`src/logic/stc_pkg.sv`:
```
// package: constants and types for the switch timing control register
package stc_pkg;

  // ============================================================
  // register map and bus widths
  localparam int unsigned ADDR_W = 12;
  localparam int unsigned DATA_W = 16;
  localparam logic [ADDR_W-1:0] MAIN_CONTROL_ADDR = 12'h000;
  localparam logic [DATA_W-1:0] MAIN_CONTROL_RST = 16'h0000;
  localparam logic [DATA_W-1:0] UNMAPPED_RDATA = 16'h0000;

  // ============================================================
  // field positions inside main_control
  localparam int unsigned BOUNDARY_MODE_SELECT_BIT = 15;
  localparam int unsigned PLL_BYPASS_SELECT_BIT = 14;
  localparam int unsigned BOUNDARY_DETECT_ENABLE_BIT = 13;
  localparam int unsigned INPUT_CLOCK_SELECT_MSB = 12;
  localparam int unsigned INPUT_CLOCK_SELECT_LSB = 10;
  localparam int unsigned OUT_PAIR2_RATE_SELECT_BIT = 9;
  localparam int unsigned OUT_PAIR1_RATE_SELECT_BIT = 8;
  localparam int unsigned OUT_PAIR0_RATE_SELECT_BIT = 7;
  localparam int unsigned NUM_OUT_PAIRS = 3;

  // ============================================================
  // input clock select codes
  localparam logic [2:0] INCLK_CODE_16M = 3'h0;
  localparam logic [2:0] INCLK_CODE_8M = 3'h1;
  localparam logic [2:0] INCLK_CODE_4M = 3'h2;

  // ============================================================
  // rates in kHz and frame pulse widths in ns
  localparam logic [15:0] RATE_32768_KHZ = 16'h8000;
  localparam logic [15:0] RATE_16384_KHZ = 16'h4000;
  localparam logic [15:0] RATE_8192_KHZ = 16'h2000;
  localparam logic [15:0] RATE_4096_KHZ = 16'h1000;
  localparam logic [15:0] RATE_NONE_KHZ = 16'h0000;
  localparam logic [7:0] PULSE_30_NS = 8'h1E;
  localparam logic [7:0] PULSE_61_NS = 8'h3D;
  localparam logic [7:0] PULSE_122_NS = 8'h7A;
  localparam logic [7:0] PULSE_244_NS = 8'hF4;
  localparam logic [7:0] PULSE_NONE_NS = 8'h00;

  // ============================================================
  // jitter tolerance of the discriminator, in ns and in clock cycles
  localparam int unsigned SYS_CLK_PERIOD_NS = 10;
  localparam int unsigned JITTER_TOL_NS = 20;
  localparam int unsigned JITTER_TOL_RAW = JITTER_TOL_NS / SYS_CLK_PERIOD_NS;
  localparam logic [3:0] JITTER_TOL_CYCLES =
    4'(JITTER_TOL_RAW < 1 ? 1 : JITTER_TOL_RAW);
  localparam logic [3:0] JITTER_NONE_CYCLES = 4'h0;

  // ============================================================
  // types
  typedef enum logic [1:0] {
    INCLK_16M,
    INCLK_8M,
    INCLK_4M,
    INCLK_RESERVED
  } stc_inclk_e;

  typedef struct packed {
    logic [15:0] clock_khz;
    logic [7:0]  pulse_ns;
  } stc_pair_s;

  typedef struct packed {
    logic        discriminator_enable;
    logic [3:0]  jitter_window_cycles;
    logic        pll_bypass;
    stc_inclk_e  input_clock_mode;
    logic [15:0] input_clock_khz;
    logic [7:0]  input_pulse_low_ns;
  } stc_timing_s;

endpackage : stc_pkg

```
`src/logic/stc_main_control.sv`:
```
// module: main control register of the time-slot switch timing block
// Functional notes
// - discriminator on only when mode-select bit 15 and enable bit 13 high
// - enabled discriminator tolerates 20 ns input clock and pulse jitter
// - reset clears both discriminator bits, discriminator starts disabled
// - bit 14 low runs the pll free; high bypasses it to system timing
// - bits 12..10 pick input clock 16.384/8.192/4.096 MHz, others reserved
// - bit 9 picks pair two: 32.768 MHz/30 ns or 16.384 MHz/61 ns
// - bit 8 picks pair one: 16.384 MHz/61 ns or 8.192 MHz/122 ns
// - bit 7 picks pair zero: 4.096 MHz/244 ns or 8.192 MHz/122 ns
`timescale 1ns/10ps
`default_nettype none

module stc_main_control
  import stc_pkg::*;
(
  input  wire logic              sys_clk_in,
  input  wire logic              rst_in,
  input  wire logic              cpu_select_in,
  input  wire logic              cpu_write_in,
  input  wire logic [ADDR_W-1:0] cpu_addr_in,
  input  wire logic [DATA_W-1:0] cpu_wdata_in,
  output logic      [DATA_W-1:0] cpu_rdata_out,
  output logic                   cpu_ack_out,
  output stc_timing_s            timing_out,
  output stc_pair_s              pair_out [NUM_OUT_PAIRS],
  output logic                   input_select_reserved_out
);

  // ============================================================
  // register layout and access notes
  // bit 15     boundary_mode_select, half of the discriminator enable
  // bit 14     pll_bypass_select, high runs from system timing
  // bit 13     boundary_detect_enable, other half of the enable
  // bits 12:10 input_clock_select, codes above 010 are reserved
  // bit 9      out_pair2_rate_select
  // bit 8      out_pair1_rate_select
  // bit 7      out_pair0_rate_select
  // bits 6:0   kept as plain storage, no behaviour attached here
  //
  // the cpu port is a plain select/write/ack handshake: a request is
  // taken on a rising edge while select is high and ack is low, and
  // ack answers for exactly one cycle on the next edge
  // read data is registered and holds until the next taken read, so a
  // slow host may pick it up any time before its next access
  // decoded settings trail the stored word by one cycle; a user that
  // needs them on the write edge must decode the word itself
  // output rates are reported as numbers because the system clock
  // cannot build the listed output clocks directly
  // writes to any other address are dropped without any error flag;
  // reads of other addresses answer with zero
  // reserved input clock codes are stored as written, decode to zero
  // rate and width, and raise input_select_reserved_out for the system

  // ============================================================
  // decoding helpers
  // input clock code to mode; shared by the timing and flag paths
  // codes outside the table fall to the reserved mode
  function automatic stc_inclk_e decode_inclk(input logic [2:0] code);
    stc_inclk_e mode;
    mode = INCLK_RESERVED;
    if (code == INCLK_CODE_16M) begin
      mode = INCLK_16M;
    end else if (code == INCLK_CODE_8M) begin
      mode = INCLK_8M;
    end else if (code == INCLK_CODE_4M) begin
      mode = INCLK_4M;
    end
    return mode;
  endfunction : decode_inclk

  // one select bit and its two settings into a clock/pulse pair
  // both settings come from the caller so each table sits by its rule
  function automatic stc_pair_s pick_pair(input logic sel,
                                          input stc_pair_s low_set,
                                          input stc_pair_s high_set);
    stc_pair_s p;
    p = sel ? high_set : low_set;
    return p;
  endfunction : pick_pair

  // ============================================================
  // register bus
  logic [DATA_W-1:0] ctrl_r;
  logic [DATA_W-1:0] ctrl_nxt;
  logic [DATA_W-1:0] rdata_r;
  logic [DATA_W-1:0] rdata_nxt;
  logic              ack_r;
  logic              ack_nxt;
  logic              take;
  logic              hit;

  // a request is taken only while no ack is out, so a held select gives
  // one access every second cycle instead of repeated writes per cycle
  always_comb begin
    take = cpu_select_in & ~ack_r;
    hit = (cpu_addr_in == MAIN_CONTROL_ADDR);
    ctrl_nxt = ctrl_r;
    rdata_nxt = rdata_r;
    ack_nxt = take;
    if (take && cpu_write_in && hit) begin
      ctrl_nxt = cpu_wdata_in;
    end
    // unmapped reads answer zero so a stray address is easy to spot
    if (take && !cpu_write_in) begin
      rdata_nxt = hit ? ctrl_r : UNMAPPED_RDATA;
    end
  end

  // reset value clears the discriminator bits among the rest
  always_ff @(posedge sys_clk_in) begin
    if (rst_in) begin
      ctrl_r  <= MAIN_CONTROL_RST;
      rdata_r <= UNMAPPED_RDATA;
      ack_r   <= 1'b0;
    end else begin
      ctrl_r  <= ctrl_nxt;
      rdata_r <= rdata_nxt;
      ack_r   <= ack_nxt;
    end
  end

  // bus answers come straight from flops, no combinational path
  assign cpu_rdata_out = rdata_r;
  assign cpu_ack_out = ack_r;

  // ============================================================
  // timing settings decoded from the stored value
  stc_timing_s timing_r;
  stc_timing_s timing_nxt;
  stc_pair_s   pair_r   [NUM_OUT_PAIRS];
  stc_pair_s   pair_nxt [NUM_OUT_PAIRS];
  logic        reserved_r;
  logic        reserved_nxt;
  logic [2:0]  inclk_code;
  logic [NUM_OUT_PAIRS-1:0] pair_sel;

  // fields pulled out of the stored word
  assign inclk_code = ctrl_r[INPUT_CLOCK_SELECT_MSB:INPUT_CLOCK_SELECT_LSB];
  assign pair_sel = {ctrl_r[OUT_PAIR2_RATE_SELECT_BIT],
                     ctrl_r[OUT_PAIR1_RATE_SELECT_BIT],
                     ctrl_r[OUT_PAIR0_RATE_SELECT_BIT]};

  // reserved codes give zero rate and width so downstream stays idle
  always_comb begin
    timing_nxt.discriminator_enable =
      ctrl_r[BOUNDARY_MODE_SELECT_BIT] &
      ctrl_r[BOUNDARY_DETECT_ENABLE_BIT];
    // window counted in system clock cycles, 20 ns over a 10 ns period
    timing_nxt.jitter_window_cycles =
      timing_nxt.discriminator_enable ? JITTER_TOL_CYCLES
                                      : JITTER_NONE_CYCLES;
    timing_nxt.pll_bypass = ctrl_r[PLL_BYPASS_SELECT_BIT];
    timing_nxt.input_clock_mode = decode_inclk(inclk_code);
    unique case (timing_nxt.input_clock_mode)
      INCLK_16M: begin
        timing_nxt.input_clock_khz = RATE_16384_KHZ;
        timing_nxt.input_pulse_low_ns = PULSE_61_NS;
      end
      INCLK_8M: begin
        timing_nxt.input_clock_khz = RATE_8192_KHZ;
        timing_nxt.input_pulse_low_ns = PULSE_122_NS;
      end
      INCLK_4M: begin
        timing_nxt.input_clock_khz = RATE_4096_KHZ;
        timing_nxt.input_pulse_low_ns = PULSE_244_NS;
      end
      INCLK_RESERVED: begin
        timing_nxt.input_clock_khz = RATE_NONE_KHZ;
        timing_nxt.input_pulse_low_ns = PULSE_NONE_NS;
      end
    endcase
    // flag lets the system see a host that broke the reserved-code rule
    reserved_nxt =
      (decode_inclk(inclk_code) == INCLK_RESERVED);
    pair_nxt[2] = pick_pair(pair_sel[2],
                            '{RATE_32768_KHZ, PULSE_30_NS},
                            '{RATE_16384_KHZ, PULSE_61_NS});
    pair_nxt[1] = pick_pair(pair_sel[1],
                            '{RATE_16384_KHZ, PULSE_61_NS},
                            '{RATE_8192_KHZ, PULSE_122_NS});
    pair_nxt[0] = pick_pair(pair_sel[0],
                            '{RATE_4096_KHZ, PULSE_244_NS},
                            '{RATE_8192_KHZ, PULSE_122_NS});
  end

  // settings are registered so they change one cycle after the write
  always_ff @(posedge sys_clk_in) begin
    if (rst_in) begin
      timing_r <= '{1'b0, JITTER_NONE_CYCLES, 1'b0, INCLK_16M,
                    RATE_16384_KHZ, PULSE_61_NS};
      reserved_r <= 1'b0;
    end else begin
      timing_r <= timing_nxt;
      reserved_r <= reserved_nxt;
    end
  end

  // pairs reset to zero rather than to their decoded values, so
  // downstream logic sees an idle pair for one cycle after reset is
  // released before the stored word takes effect
  // one register per output pair
  genvar g;
  generate
    for (g = 0; g < NUM_OUT_PAIRS; g++) begin : g_pair
      always_ff @(posedge sys_clk_in) begin
        if (rst_in) begin
          pair_r[g] <= '{RATE_NONE_KHZ, PULSE_NONE_NS};
        end else begin
          pair_r[g] <= pair_nxt[g];
        end
      end
      assign pair_out[g] = pair_r[g];
    end
  endgenerate

  // ============================================================
  // output ports
  // ports show the registered settings only
  assign timing_out = timing_r;
  assign input_select_reserved_out = reserved_r;

endmodule : stc_main_control

`default_nettype wire

```
`config.mk`:
```
export PLATFORM = sky130hd
export DESIGN_NAME = stc_main_control
export DESIGN_NICKNAME = d
export VERILOG_FILES = /design/src/logic/stc_pkg.sv /design/src/logic/stc_main_control.sv
export SDC_FILE = /design/constraint.sdc
export NUM_CORES = 1
export LEC_CHECK = 0
export ABC_CLOCK_PERIOD_IN_PS = 1500
export BUFFER_PORTS_ARGS = -buffer_cell sky130_fd_sc_hd__buf_4
export CAP_MARGIN = 20
export CELL_PAD_IN_SITES_DETAIL_PLACEMENT = 1
export CELL_PAD_IN_SITES_GLOBAL_PLACEMENT = 1
export CORE_MARGIN = 3
export CORE_UTILIZATION = 30
export DETAILED_ROUTE_END_ITERATION = 16
export PLACE_DENSITY_LB_ADDON = 0.3
export SYNTH_ARGS = -nofsm -noshare
export SYNTH_HDL_FRONTEND = slang
export SYNTH_SLANG_ARGS = --single-unit
```
`constraint.sdc`:
```
create_clock -name sys_clk_in -period 1.5 [get_ports sys_clk_in]
set_input_delay 0.375 -clock sys_clk_in [delete_from_list [all_inputs] [get_ports sys_clk_in]]
set_output_delay 0.375 -clock sys_clk_in [all_outputs]
set_load 0.02 [all_outputs]
```
==> flow_summary.json <==
{
  "io-pin-count": 154,
  "report.power.total_mw": 2.70,
  "die_h_microns": 97.0,
  "min-delay-path-class": "input port to flop",
  "min_path_cells": 3,
  "cts_resized": 0,
  "ff2ff_setup_slack_ns": 0.15,
  "max_stage_delay_ns": 0.48,
  "status": "complete, no violations",
  "fin_crit_sh_pct": 90.2,
  "postCtsSetupBuffers": 0,
  "hold_violations": 0,
  "rsz0062_at_grt": "false",
  "start_util_pct": 31.5,
  "crit_fanout": 9,
  "clockBufferDepth": 2,
  "ys_types": 26,
  "drv_slew": 0,
  "skew_ns": 0.00736,
  "worstPathRequired_ns": 1.12,
  "clkLatencyLatePin_ns": 0.31,
  "synth_seq_cells": 52,
  "grt_pass1_vias": 1685,
  "drt_pass1_iterations": 4,
  "critPathBufInv": 1,
  "fin_setup_tns_ns": 0,
  "dieWidth_microns": 97.0,
  "core-area_sq_um": 7890,
  "min_to": "ctrl_r[1]",
  "vias_per_cell": 3.91,
  "timing.fmax_mhz": 739,
  "reg2reg_to": "timing_out[2]",
  "startpoint": "pair_r[0][6]",
  "cts.clk_slew.worst_paths_ns": 0.10,
  "post-route-min-period_ns": 1.35,
  "antenna_cells": 0,
  "layout-drive-gt1-share_pct": 39.3,
  "dp_hpwl_mm": 4.21,
  "grt_usage_pct": 10.8,
  "routed_wl_mm": 5.25,
  "syn_avg_cell_area_sq_um": 10.1,
  "die_area_sq_um": 9400,
  "antenna_found_initial": 0,
  "h-tree-depth": 2,
  "ys_warn_count": 0,
  "cp.arrival_ns": 0.98,
  "globalplace.congestion": 0.697,
  "drcViolationCount": 0,
  "fillers": 942,
  "grt_first_pass_wirelength_mm": 8.34,
  "drv_cap": 0,
  "cts_made_buffers": 5,
  "leakagePower_nw": 1.54,
  "max-vdd-ir-drop_mv": 0.355,
  "grt_overflow": 0,
  "stdcell_area_sq_um": 3000,
  "worstHoldStart": "cpu_wdata_in[1]",
  "setup_viol": 0,
  "reg2reg_depth": 4,
  "cts.sinks": 52,
  "endpoint_kind": "output port",
  "drt_iter0_drc": 33,
  "routedWlPerCell_microns": 12.5,
  "final_nets": 353,
  "setup_slack_ns": 0.147,
  "powerDensity_nw_per_um2": 902,
  "seq_area_frac_synth_pct": 41.9,
  "grt_start_max_net_pins": 22,
  "synth_area_sq_um": 2480,
  "cts_tree": "yes",
  "criticalPathCategory": "flop to output port",
  "core.rowCount": 32,
  "crit-reg2reg-launch": "ctrl_r[12]",
  "crit_family": "flip-flops",
  "cp_cell_sequence": "buf_4",
  "startpoint_type": "flop",
  "io_buffers": 91,
  "area.growth.synth_to_final_pct": 20.7,
  "dp_slack_ns": -0.0757,
  "cts_hold_buf": 0,
  "postPlaceCellArea_sq_um": 2880,
  "cp_slowest_cell": "dfxtp_1",
  "synthCells": 245,
  "vias": 1644,
  "cts-root-buf": "clkbuf_8",
  "drtAntennaViolNets": 0
}
## placed cells by master (no fill, tap or decap)
master / netlist / layout
or3_1: 3 / 3
a22o_1: 6 / 6
nor4b_1: 1 / 1
a22o_2: 10 / 10
bufinv_16: 0 / 1
nor2_1: 9 / 8
and2_1: 3 / 3
and4_1: 1 / 1
nor2b_1: 9 / 9
mux2i_1: 12 / 12
ha_1: 4 / 4
and3b_1: 1 / 1
clkinv_2: 0 / 1
and3_1: 1 / 1
nor3b_1: 2 / 2
nor2_2: 0 / 1
clkinv_1: 1 / 1
inv_1: 3 / 3
nand2_1: 24 / 24
buf_4: 86 / 97
conb_1: 1 / 62
dfxtp_1: 52 / 52
clkinvlp_4: 0 / 1
mux2_2: 4 / 4
buf_12: 0 / 1
nand4_4: 1 / 1
clkbuf_8: 0 / 5
nor4_4: 3 / 3
## tightest hold or removal path, delay by kind of cell
| family | cells | cell delay [ns] |
|---|---|---|
| and+or+nand+nor | 1 | 0.05 |
| muxes | 1 | 0.05 |
| buffers and inverters | 1 | 0.11 |
## registers in the layout, summed over array words and instances (netlist names)
signal,flops
cpu_rdata_out,16
cpu_ack_out,1
pair_r,7
input_select_reserved_out,1
ctrl_r,16
timing_out,11
## cell type report
class	count	area, sq um	share of cell area (%)
Sequential cell	52	1040	34.7
Multi-Input combinational cell	156	953	31.8
Timing Repair Buffer	98	748	25.0
Tap cell	102	128	4.26
Clock buffer	5	68.8	2.30
Clock inverter	3	42.5	1.42
Inverter	4	15.0	0.501
## power breakdown
part	internal (mW)	leakage (nW)	switching (mW)
combinational	0.104	1.07	0.244
sequential	1.39	0.421	0.00785
clock	0.494	0.0541	0.466
total	1.99	1.54	0.718
## cells in the mapped netlist, drive strengths merged
cell type	instances	area [sq um]
conb	1	3.75
ha	4	50.1
or3	3	18.8
nor4	3	63.8
dfxtp	52	1040
inv	3	11.3
and4	1	8.76
clkbuf	3	11.3
mux2	4	45.0
a22o	16	153
and3	1	6.26
nor2	9	33.8
nor2b	9	56.3
clkinv	1	3.75
buf	91	693
mux2i	12	120
and2	3	18.8
nand4	1	21.3
nand2	24	90.1
nor3b	2	15.0
nor4b	1	8.76
and3b	1	8.76
## metrics by stage
step / utilization, % / hold WS, ns / cells
2_1_floorplan: - / 0.408 / 306
4_1_cts: 38.0 / 0.300 / 420
3_5_place_dp: 36.5 / 0.432 / 412
3_3_place_gp: 36.5 / 0.424 / 412
5_1_grt: 38.0 / 0.299 / 420
6_report: 38.0 / 0.309 / 420
## worst max path at each step
stage | endpoint | slack [ns] | cells past startpoint
finish | pair_out[29] | 0.15 | 1
global route | timing_out[2] | 0.03 | 4
CTS | pair_out[53] | 0.12 | 1
detailed placement | ctrl_r[0] | -0.08 | 5
global placement | ctrl_r[4] | -0.04 | 5
floorplan | cpu_rdata_out[10] | 0.13 | 4
## routing by layer
metal  routed length (microns)  GRT usage, %
met4                        44          3.24
met3                       496          4.11
met2                      2700          18.8
met1                      2010          12.2
met5                         0             0
## kinds of logic after synthesis
family,share of synthesized area [%]
AOI/OAI and AO/OA,6.15
adders and majority gates,2.02
buffers and inverters,29.0
DFF,41.9
muxes,6.65
other,0.151
and+or+nand+nor,14.1
(Power assumes the default switching activity.)
